### config.mk
export PLATFORM = sky130hd
export DESIGN_NAME = periph_irq_ctrl
export DESIGN_NICKNAME = d
export VERILOG_FILES = /design/src/core/irq_flags_pkg.sv /design/src/core/sticky_flag_bank.sv /design/src/core/periph_irq_ctrl.sv
export SDC_FILE = /design/constraint.sdc
export NUM_CORES = 1
export LEC_CHECK = 0
export BUFFER_PORTS_ARGS = -buffer_cell sky130_fd_sc_hd__buf_2
export CELL_PAD_IN_SITES_DETAIL_PLACEMENT = 1
export CELL_PAD_IN_SITES_GLOBAL_PLACEMENT = 1
export CORE_MARGIN = 2
export CORE_UTILIZATION = 36
export CTS_CLUSTER_SIZE = 12
export DETAILED_ROUTE_END_ITERATION = 12
export PLACE_DENSITY_LB_ADDON = 0.15
export SYNTH_ARGS = -nofsm -noshare
export SYNTH_HDL_FRONTEND = slang
export SYNTH_HIERARCHICAL = 1
export SYNTH_SLANG_ARGS = --single-unit
### constraint.sdc
create_clock -name pclk -period 3.6 [get_ports pclk]
set_input_delay 0.18 -clock pclk [delete_from_list [all_inputs] [get_ports pclk]]
set_output_delay 0.18 -clock pclk [all_outputs]
set_load 0.05 [all_outputs]
### src/core/irq_flags_pkg.sv
// Purpose: shared constants for the peripheral interrupt enable and flag block
// Assumes: 8-bit registers, one word each on a 32-bit apb bus
// Notes:   printed offsets are register indices, byte address is four times the index
package irq_flags_pkg;

  // bus geometry
  localparam int          ADDR_W            = 12;       // byte address width
  localparam int          REG_W             = 8;        // register width
  localparam int          IDX_W             = 10;       // index width, paddr[11:2]

  // register indices (byte address = index * 4)
  localparam logic [9:0]  IDX_CTRL_BANK0    = 10'h00b;  // core control, mirror bank 0
  localparam logic [9:0]  IDX_CTRL_BANK1    = 10'h08b;  // core control, mirror bank 1
  localparam logic [9:0]  IDX_CTRL_BANK2    = 10'h10b;  // core control, home address
  localparam logic [9:0]  IDX_CTRL_BANK3    = 10'h18b;  // core control, mirror bank 3
  localparam logic [9:0]  IDX_PFLAGS_ONE    = 10'h00c;  // peripheral flags, first group
  localparam logic [9:0]  IDX_PFLAGS_TWO    = 10'h00d;  // peripheral flags, second group
  localparam logic [9:0]  IDX_PEN_ONE       = 10'h08c;  // peripheral enables, first group
  localparam logic [9:0]  IDX_PEN_TWO       = 10'h08d;  // peripheral enables, second group

  // core control field positions
  localparam int          GLOBAL_EN_BIT     = 7;
  localparam int          GROUP_EN_BIT      = 6;
  localparam int          MAIN_TMR_EN_BIT   = 5;
  localparam int          EXT_PIN_EN_BIT    = 4;
  localparam int          PORT_CHG_EN_BIT   = 3;
  localparam int          MAIN_TMR_FLAG_BIT = 2;
  localparam int          EXT_PIN_FLAG_BIT  = 1;
  localparam int          PORT_CHG_FLAG_BIT = 0;

  // first peripheral group field positions (flags and enables alike)
  localparam int          CONV_BIT          = 6;
  localparam int          SERIAL_BIT        = 3;
  localparam int          CAPCOMP_BIT       = 2;
  localparam int          PERIOD_BIT        = 1;
  localparam int          AUX_TMR_BIT       = 0;

  // second peripheral group field position
  localparam int          NV_WRITE_BIT      = 4;

  // implemented-bit masks
  localparam logic [7:0]  MASK_GROUP_ONE    = 8'h4f;
  localparam logic [7:0]  MASK_GROUP_TWO    = 8'h10;

  // reset values
  localparam logic [7:0]  RST_CTRL          = 8'h00;
  localparam logic [7:0]  RST_GROUP         = 8'h00;
  localparam logic [31:0] RDATA_IDLE        = 32'h0000_0000;

endpackage : irq_flags_pkg

### src/core/sticky_flag_bank.sv
// Purpose: bank of sticky event flags, software writable, events set
// Assumes: events come from logic on the same clock, no synchroniser needed
// Notes:   an event in the cycle of a software write wins over the written zero
module sticky_flag_bank #(
  parameter int         WIDTH    = 8,
  parameter logic [7:0] IMPL     = 8'hff,    // implemented bits, others read zero
  parameter logic [7:0] RST_VAL  = 8'h00
) (
  // clock and reset
  input  wire logic             pclk,
  input  wire logic             presetn,
  // software write port
  input  wire logic             wr_en,       // one-cycle write strobe
  input  wire logic [WIDTH-1:0] wr_data,     // value written
  // hardware event port
  input  wire logic [WIDTH-1:0] set_evt,     // set requests, level or pulse
  // state
  output logic      [WIDTH-1:0] flags_ff     // registered flags
);

  logic [WIDTH-1:0] nxt_flags;               // next flag values

  // per bit: keep, take written value, then or in the event
  for (genvar b = 0; b < WIDTH; b++) begin : g_bit
    always_comb begin
      if (!IMPL[b]) begin
        nxt_flags[b] = 1'b0;                 // unimplemented bit stays zero
      end else if (wr_en) begin
        nxt_flags[b] = wr_data[b] | set_evt[b];
      end else begin
        nxt_flags[b] = flags_ff[b] | set_evt[b];
      end
    end
  end

  // register only
  always_ff @(posedge pclk or negedge presetn) begin
    if (!presetn) begin
      flags_ff <= RST_VAL[WIDTH-1:0];
    end else begin
      flags_ff <= nxt_flags;
    end
  end

endmodule : sticky_flag_bank

### src/core/periph_irq_ctrl.sv
// Purpose: interrupt enables, flags and combined core request behind an apb slave
// Assumes: event inputs are driven by logic on pclk; apb master per amba rules
// Notes:   no wait state on any transfer; read data is registered in setup
module periph_irq_ctrl
  import irq_flags_pkg::*;
(
  // clock and reset
  input  wire logic              pclk,
  input  wire logic              presetn,
  // apb slave
  input  wire logic              psel,
  input  wire logic              penable,
  input  wire logic              pwrite,
  input  wire logic [ADDR_W-1:0] paddr,
  input  wire logic [31:0]       pwdata,
  output logic      [31:0]       prdata,
  output logic                   pready,
  output logic                   pslverr,
  // peripheral group one events
  input  wire logic              converter_done,
  input  wire logic              serial_port_event,
  input  wire logic              capcomp_event,
  input  wire logic              period_match_event,
  input  wire logic              aux_timer_overflow,
  // peripheral group two events
  input  wire logic              nv_write_done,
  // core-level events
  input  wire logic              main_timer_overflow,
  input  wire logic              external_pin_edge,
  input  wire logic              port_change_event,
  // request to the core
  output logic                   irq_request
);

  // ---------------------------------------------------------------------------
  // bus decode
  // ---------------------------------------------------------------------------
  logic [IDX_W-1:0] idx;           // register index from the byte address
  logic             aligned;       // low address bits are zero
  logic             hit_ctrl;      // any mirror of the core control register
  logic             hit_pf1;       // peripheral flags one
  logic             hit_pf2;       // peripheral flags two
  logic             hit_pe1;       // peripheral enables one
  logic             hit_pe2;       // peripheral enables two
  logic             hit_any;       // mapped location
  logic             setup_ph;      // first cycle of a transfer
  logic             access_ph;     // completing cycle of a transfer
  logic             wr_commit;     // write takes effect on this edge

  assign idx       = paddr[ADDR_W-1:2];
  assign aligned   = (paddr[1:0] == 2'b00);
  assign setup_ph  = psel & ~penable;
  assign access_ph = psel & penable;

  // all four bank mirrors land on one physical register
  assign hit_ctrl  = aligned & ((idx == IDX_CTRL_BANK0) | (idx == IDX_CTRL_BANK1) |
                                (idx == IDX_CTRL_BANK2) | (idx == IDX_CTRL_BANK3));
  assign hit_pf1   = aligned & (idx == IDX_PFLAGS_ONE);
  assign hit_pf2   = aligned & (idx == IDX_PFLAGS_TWO);
  assign hit_pe1   = aligned & (idx == IDX_PEN_ONE);
  assign hit_pe2   = aligned & (idx == IDX_PEN_TWO);
  assign hit_any   = hit_ctrl | hit_pf1 | hit_pf2 | hit_pe1 | hit_pe2;

  // write commits only at the access edge and only to a mapped word
  assign wr_commit = access_ph & pwrite & hit_any;

  // handshake is combinational: ready in every access cycle, so no wait states
  assign pready    = access_ph;

  // ---------------------------------------------------------------------------
  // enable registers
  // ---------------------------------------------------------------------------
  logic [REG_W-1:0] ctrl_en_ff;    // core control enable bits (7..3)
  logic [REG_W-1:0] nxt_ctrl_en;
  logic [REG_W-1:0] pen_one_ff;    // peripheral enables one
  logic [REG_W-1:0] nxt_pen_one;
  logic [REG_W-1:0] pen_two_ff;    // peripheral enables two
  logic [REG_W-1:0] nxt_pen_two;
  logic [REG_W-1:0] ctrl_en_mask;  // enable half of the control register

  assign ctrl_en_mask = 8'hf8;

  // next enable values; unimplemented bits are masked so writes there vanish
  always_comb begin
    nxt_ctrl_en = ctrl_en_ff;
    nxt_pen_one = pen_one_ff;
    nxt_pen_two = pen_two_ff;
    if (wr_commit && hit_ctrl) begin
      nxt_ctrl_en = pwdata[REG_W-1:0] & ctrl_en_mask;
    end
    if (wr_commit && hit_pe1) begin
      nxt_pen_one = pwdata[REG_W-1:0] & MASK_GROUP_ONE;
    end
    if (wr_commit && hit_pe2) begin
      nxt_pen_two = pwdata[REG_W-1:0] & MASK_GROUP_TWO;
    end
  end

  // register only
  always_ff @(posedge pclk or negedge presetn) begin
    if (!presetn) begin
      ctrl_en_ff <= RST_CTRL;
      pen_one_ff <= RST_GROUP;
      pen_two_ff <= RST_GROUP;
    end else begin
      ctrl_en_ff <= nxt_ctrl_en;
      pen_one_ff <= nxt_pen_one;
      pen_two_ff <= nxt_pen_two;
    end
  end

  // ---------------------------------------------------------------------------
  // flag banks
  // ---------------------------------------------------------------------------
  logic [REG_W-1:0] pf1_evt;       // group one events in register layout
  logic [REG_W-1:0] pf2_evt;       // group two events in register layout
  logic [REG_W-1:0] core_evt;      // core-level events in register layout
  logic [REG_W-1:0] pf1_ff;        // group one flags
  logic [REG_W-1:0] pf2_ff;        // group two flags
  logic [REG_W-1:0] core_flag_ff;  // core-level flags (bits 2..0)

  // events land on their flag bit no matter what any enable says
  always_comb begin
    pf1_evt                    = 8'h00;
    pf1_evt[CONV_BIT]          = converter_done;
    pf1_evt[SERIAL_BIT]        = serial_port_event;
    pf1_evt[CAPCOMP_BIT]       = capcomp_event;
    pf1_evt[PERIOD_BIT]        = period_match_event;
    pf1_evt[AUX_TMR_BIT]       = aux_timer_overflow;
    pf2_evt                    = 8'h00;
    pf2_evt[NV_WRITE_BIT]      = nv_write_done;
    core_evt                   = 8'h00;
    core_evt[MAIN_TMR_FLAG_BIT] = main_timer_overflow;
    core_evt[EXT_PIN_FLAG_BIT]  = external_pin_edge;
    core_evt[PORT_CHG_FLAG_BIT] = port_change_event;
  end

  // group one flags: software may write either value, zero clears
  sticky_flag_bank #(
    .WIDTH   (REG_W),
    .IMPL    (MASK_GROUP_ONE),
    .RST_VAL (RST_GROUP)
  ) u_pf1 (
    .pclk     (pclk),
    .presetn  (presetn),
    .wr_en    (wr_commit & hit_pf1),
    .wr_data  (pwdata[REG_W-1:0]),
    .set_evt  (pf1_evt),
    .flags_ff (pf1_ff)
  );

  // group two flags: only the nv write bit exists
  sticky_flag_bank #(
    .WIDTH   (REG_W),
    .IMPL    (MASK_GROUP_TWO),
    .RST_VAL (RST_GROUP)
  ) u_pf2 (
    .pclk     (pclk),
    .presetn  (presetn),
    .wr_en    (wr_commit & hit_pf2),
    .wr_data  (pwdata[REG_W-1:0]),
    .set_evt  (pf2_evt),
    .flags_ff (pf2_ff)
  );

  // core-level flags share the control word with the enables
  sticky_flag_bank #(
    .WIDTH   (REG_W),
    .IMPL    (8'h07),
    .RST_VAL (RST_CTRL)
  ) u_core (
    .pclk     (pclk),
    .presetn  (presetn),
    .wr_en    (wr_commit & hit_ctrl),
    .wr_data  (pwdata[REG_W-1:0]),
    .set_evt  (core_evt),
    .flags_ff (core_flag_ff)
  );

  // ---------------------------------------------------------------------------
  // combined request
  // ---------------------------------------------------------------------------
  logic [REG_W-1:0] ctrl_word;     // full control register as read back
  logic             core_pend;     // a core-level source is flagged and enabled
  logic             per_pend;      // a peripheral source is flagged and enabled
  logic             irq_ff;        // registered request
  logic             nxt_irq;

  assign ctrl_word = ctrl_en_ff | core_flag_ff;

  // pair each core enable with its flag
  assign core_pend = (ctrl_en_ff[MAIN_TMR_EN_BIT] & core_flag_ff[MAIN_TMR_FLAG_BIT]) |
                     (ctrl_en_ff[EXT_PIN_EN_BIT]  & core_flag_ff[EXT_PIN_FLAG_BIT])  |
                     (ctrl_en_ff[PORT_CHG_EN_BIT] & core_flag_ff[PORT_CHG_FLAG_BIT]);

  // same bit positions for flag and enable, so an or-reduce of flag and enable per group suffices
  assign per_pend  = |(pf1_ff & pen_one_ff) | |(pf2_ff & pen_two_ff);

  // peripheral sources also need the group gate; everything needs global
  always_comb begin
    nxt_irq = ctrl_en_ff[GLOBAL_EN_BIT] &
              (core_pend | (ctrl_en_ff[GROUP_EN_BIT] & per_pend));
  end

  // register only; request lags its cause by one edge
  always_ff @(posedge pclk or negedge presetn) begin
    if (!presetn) begin
      irq_ff <= 1'b0;
    end else begin
      irq_ff <= nxt_irq;
    end
  end

  assign irq_request = irq_ff;

  // ---------------------------------------------------------------------------
  // read path, captured in the setup cycle
  // ---------------------------------------------------------------------------
  logic [31:0] rdata_ff;           // registered read data
  logic [31:0] nxt_rdata;
  logic        err_ff;             // registered error answer
  logic        nxt_err;
  logic [7:0]  rd_byte;            // selected register

  // select; flags read live, unmapped words read zero
  always_comb begin
    rd_byte = 8'h00;
    if (hit_ctrl) begin
      rd_byte = ctrl_word;
    end else if (hit_pf1) begin
      rd_byte = pf1_ff;
    end else if (hit_pf2) begin
      rd_byte = pf2_ff;
    end else if (hit_pe1) begin
      rd_byte = pen_one_ff;
    end else if (hit_pe2) begin
      rd_byte = pen_two_ff;
    end
  end

  // load in setup, hold through the access phase
  always_comb begin
    nxt_rdata = rdata_ff;
    nxt_err   = err_ff;
    if (setup_ph) begin
      nxt_rdata = {24'h00_0000, rd_byte} & {32{~pwrite}};
      nxt_err   = ~hit_any;
    end
  end

  // register only
  always_ff @(posedge pclk or negedge presetn) begin
    if (!presetn) begin
      rdata_ff <= RDATA_IDLE;
      err_ff   <= 1'b0;
    end else begin
      rdata_ff <= nxt_rdata;
      err_ff   <= nxt_err;
    end
  end

  // error is only shown while ready is high, as apb expects
  assign prdata  = rdata_ff;
  assign pslverr = err_ff & access_ph;

  // ---------------------------------------------------------------------------
  // checks
  // ---------------------------------------------------------------------------
  chk_group_gate: assert property (@(posedge pclk) disable iff (!presetn)
    (!ctrl_en_ff[GROUP_EN_BIT] && !core_pend) |=> !irq_request)
    else $error("peripheral request passed a closed group gate");

  chk_flag_sets: assert property (@(posedge pclk) disable iff (!presetn)
    converter_done |=> pf1_ff[CONV_BIT])
    else $error("converter event did not set its flag");

  chk_nv_flag_sets: assert property (@(posedge pclk) disable iff (!presetn)
    nv_write_done |=> pf2_ff[NV_WRITE_BIT])
    else $error("nv write event did not set its flag");

  chk_serial_enable: assert property (@(posedge pclk) disable iff (!presetn)
    (ctrl_en_ff[GLOBAL_EN_BIT] && ctrl_en_ff[GROUP_EN_BIT] &&
     pen_one_ff[SERIAL_BIT] && pf1_ff[SERIAL_BIT]) |=> irq_request)
    else $error("enabled serial flag raised no request");

  chk_capcomp_enable: assert property (@(posedge pclk) disable iff (!presetn)
    (ctrl_en_ff[GLOBAL_EN_BIT] && ctrl_en_ff[GROUP_EN_BIT] &&
     pen_one_ff[CAPCOMP_BIT] && pf1_ff[CAPCOMP_BIT]) |=> irq_request)
    else $error("enabled capture/compare flag raised no request");

  chk_period_enable: assert property (@(posedge pclk) disable iff (!presetn)
    (ctrl_en_ff[GLOBAL_EN_BIT] && ctrl_en_ff[GROUP_EN_BIT] &&
     pen_one_ff[PERIOD_BIT] && pf1_ff[PERIOD_BIT]) |=> irq_request)
    else $error("enabled period match flag raised no request");

  chk_aux_enable: assert property (@(posedge pclk) disable iff (!presetn)
    (ctrl_en_ff[GLOBAL_EN_BIT] && ctrl_en_ff[GROUP_EN_BIT] &&
     pen_one_ff[AUX_TMR_BIT] && pf1_ff[AUX_TMR_BIT]) |=> irq_request)
    else $error("enabled aux overflow flag raised no request");

  chk_pen_two_bits: assert property (@(posedge pclk) disable iff (!presetn)
    (wr_commit && hit_pe2) |=> (pen_two_ff == ($past(pwdata[7:0]) & MASK_GROUP_TWO)))
    else $error("enables two holds a bit other than nv write");

  chk_reserved_zero: assert property (@(posedge pclk) disable iff (!presetn)
    ((pen_one_ff & ~MASK_GROUP_ONE) == 8'h00) && ((pf1_ff & ~MASK_GROUP_ONE) == 8'h00))
    else $error("unimplemented bit reads as one");

  chk_mirror_write: assert property (@(posedge pclk) disable iff (!presetn)
    (wr_commit && hit_ctrl) |=> (ctrl_en_ff == ($past(pwdata[7:0]) & 8'hf8)))
    else $error("mirrored control write missed the register");

  chk_global_gate: assert property (@(posedge pclk) disable iff (!presetn)
    !ctrl_en_ff[GLOBAL_EN_BIT] [*2] |-> !irq_request)
    else $error("request raised with global enable clear");

  chk_flag_holds: assert property (@(posedge pclk) disable iff (!presetn)
    (pf1_ff[SERIAL_BIT] && !(wr_commit && hit_pf1)) |=> pf1_ff[SERIAL_BIT])
    else $error("flag dropped without a software write");

  chk_read_answer: assert property (@(posedge pclk) disable iff (!presetn)
    (setup_ph && !hit_any) ##1 access_ph |-> (prdata == 32'h0000_0000) && pslverr)
    else $error("unmapped read did not answer zero with error");

endmodule : periph_irq_ctrl

==> reports/qor.yml <==
fin_crit_sh_pct: 53.49
num_vias: 1424
dpl_worst_slack_ns: 1.376
drt_wl_total_um: 4454
areaGrowthSynthToFinish_pct: 11.94
postCtsSetupBuffers: 0
max_freq_ghz: 0.5194
die_height_um: 76.18
drt_iter0_drc: 64
yosys-top-cells-area: "dfrtp_1 40%, buf_4 16%, mux2_2 7.2%"
cpPeakStageDelay_ns: 0.54
port_buffers: 44
rows: 26
ys_seq_area_share_pct: 40.03
drc: 0
grt_util_all_layers_pct: 16.57
crit_cells: 5
cp-startpoint: "paddr[1]"
critPathLaunchType: "input pin"
cts_max_level: 2
synth.cell_area_um2: 1876
setup_violations: 0
start_util_pct: 36.96
via_per_inst: 4.811
cts_root_buf: "clkbuf_8"
grt-ovfl-total: 0
layout.nets: 283
synth_common_cells: "39 x buf_4, 30 x dfrtp_1, 12 x mux2_2"
tns_ns: 0
worst-path-buf-inv: 1
async_flop_share_pct: 100.0
clockBufferDepth: 2
synth_top_cell_by_area: "dfrtp_1"
required_ns: 3.77
ir_drop_v: 0.0001828
slowest_stage: "or4_4"
cts_tree: "yes"
numCtsBuffers: 5
leakagePower_nw: 0.9995
post-synth-top-count-cell: "buf_4"
drive_above_1_share_pct: 33.63
cts.clk_slew.worst_paths_ns: 0.06
synth_edf_count: 0
grt_max_degree: 31
gp_congestion: 0.7353
status: "finished, final reports clean"
diodes: 0
grt_setup_unrepaired: "false"
finalCriticalPeriod_ns: 1.925
hold_violations: 0
worstHoldPathCells: 2
die_w_um: 76.18
wl_per_cell_um: 15.05
synth_ff_type: "dfrtp_1"
critPathCaptureType: "flip-flop"
synth_top_area_share_pct: 40.03
finalWorstSetupSlack_ns: 1.675
slew_headroom_pct: 53.95
maxCapViolCount: 0
worstHoldStart: "converter_done"
clock-sinks: 30
hpwl_um: 3369
grt_pass1_vias: 1544
p_per_area_nw_per_um2: 352.7
ctsHoldBuffers: 1
dr.pass1.iters: 4
synth.distinct_cells: 41
synth-seq-cells: 30
path_delay_family: "simple AND/OR/NAND/NOR gates"
io_pins: 93
cp.arrival_ns: 2.09
maxSlewViolCount: 0
ff2ff_path_depth: 4
crit_fanout: 11
hp-class: "in2reg"
ys_warn_count: 6
fp.dieArea_um2: 5803
fin_skew_ns: 0.006641
ant_nets: 0
crit_path_cell_trace: "buf_2 -> or4_4 -> or2_1 -> nor2_2 -> mux2_2"
core_area_um2: 5075
synth_cells: 182
antenna_found_initial: 0
r2r_start: "pen_two_ff[4]"
clk_latency_ns: 0.28
worstSetupPathType: "in2reg"
grt_first_pass_wirelength_um: 7548
syn_avg_cell_area_um2: 10.31
cts_resized: 0
worst_slew_pin_slew_ns: 0.6907
cell usage in the layout (no fill, tap or decap), drive strengths merged, types with 2 or more instances in the layout:
cell type,synthesis,final
clkbuf,3,7
a211o,9,9
a22oi,4,4
buf,42,45
nor4,2,2
o31ai,2,2
o21ai,9,9
mux2,12,12
or2,3,3
a21oi,6,6
and3,2,2
nor2,6,6
conb,4,39
nor3,2,2
dfrtp,30,30
a32oi,5,5
nor2b,10,10
nand2,6,6
o2bb2ai,2,2
nand3,3,3
mux2i,7,7
cell type report:
class	count	area, um^2
Fill cell	617	2975
Timing Repair Buffer	46	237.7
Tap cell	70	87.58
Sequential cell	30	750.7
Multi-Input combinational cell	141	928.4
Inverter	1	3.754
Clock buffer	7	86.33
Clock inverter	1	5.005
flip-flops by register name (all words and copies together) (netlist names):
| name | cells |
|---|---|
| err_ff | 1 |
| u_pf2/flags_ff | 1 |
| ctrl_en_ff | 5 |
| u_pf1/flags_ff | 5 |
| prdata | 8 |
| irq_request | 1 |
| u_core/flags_ff | 3 |
| pen_one_ff | 5 |
| pen_two_ff | 1 |
per-layer routing:
metal  part of all wire, %  wire (um)  global-route usage (%)  vias to the layer above
li1                      -          -                       -                      664
met1                    43       1904                   20.02                      693
met2                    48       2130                   27.23                       58
met3                   7.7        342                   4.976                        9
met4                   1.7         76                   7.636                        0
met5                     0          0                       0                        -
cell families (layout without fill, tap and decap cells):
kind of cell | Yosys count | after routing | synth area share [%]
flops | 30 | 30 | 40.03
simple gates | 43 | 43 | 15.08
mux | 19 | 19 | 10.94
buf+inv | 46 | 55 | 17.81
other cells | 4 | 39 | 0.8003
compound gates | 40 | 40 | 15.34
stage by stage:
| step | total power [W] | std cells | util (%) | area (um^2) | hold slack [ns] |
|---|---|---|---|---|---|
| after floorplan | 0.0004611 | 217 | - | 2007 | -0.1156 |
| after global placement | 0.0004614 | 287 | 39.37 | 1998 | 0.2551 |
| after detailed placement | 0.0004644 | 287 | 39.37 | 1998 | 0.2712 |
| after CTS | 0.0007545 | 296 | 41.37 | 2100 | 0.06912 |
| after global routing | 0.0007797 | 296 | 41.37 | 2100 | 0.07722 |
| final | 0.0007405 | 296 | 41.37 | 2100 | 0.08456 |
worst reg2reg max path, stage by stage (launching register included):
cell and delay (ns):
dfrtp_1 0.39, mux2_2 0.27, a22oi_1 0.18, o21ai_0 0.09
a32o_1 0.27
report_power, final:
part	switching (W)	leakage (nW)	total, W	internal (W)
registers	0.000000876	0.370	0.000340	0.000339
clock network	0.000127	0.0482	0.000281	0.000154
logic	0.0000944	0.582	0.000120	0.0000256
total	0.000222	1.00	0.000740	0.000518
path summary, 6_finish.rpt:
check | end | slack (ns)
min in group asynchronous | u_pf2/flags_ff[4] | 0.48
max in group asynchronous | prdata[5] | 2.67
hold / removal | u_pf1/flags_ff[6] | 0.08
setup reg to reg | prdata[4] | 2.28
hold reg to reg | err_ff | 0.48
setup / recovery | ctrl_en_ff[6] | 1.67
(Power assumes the default switching activity.)
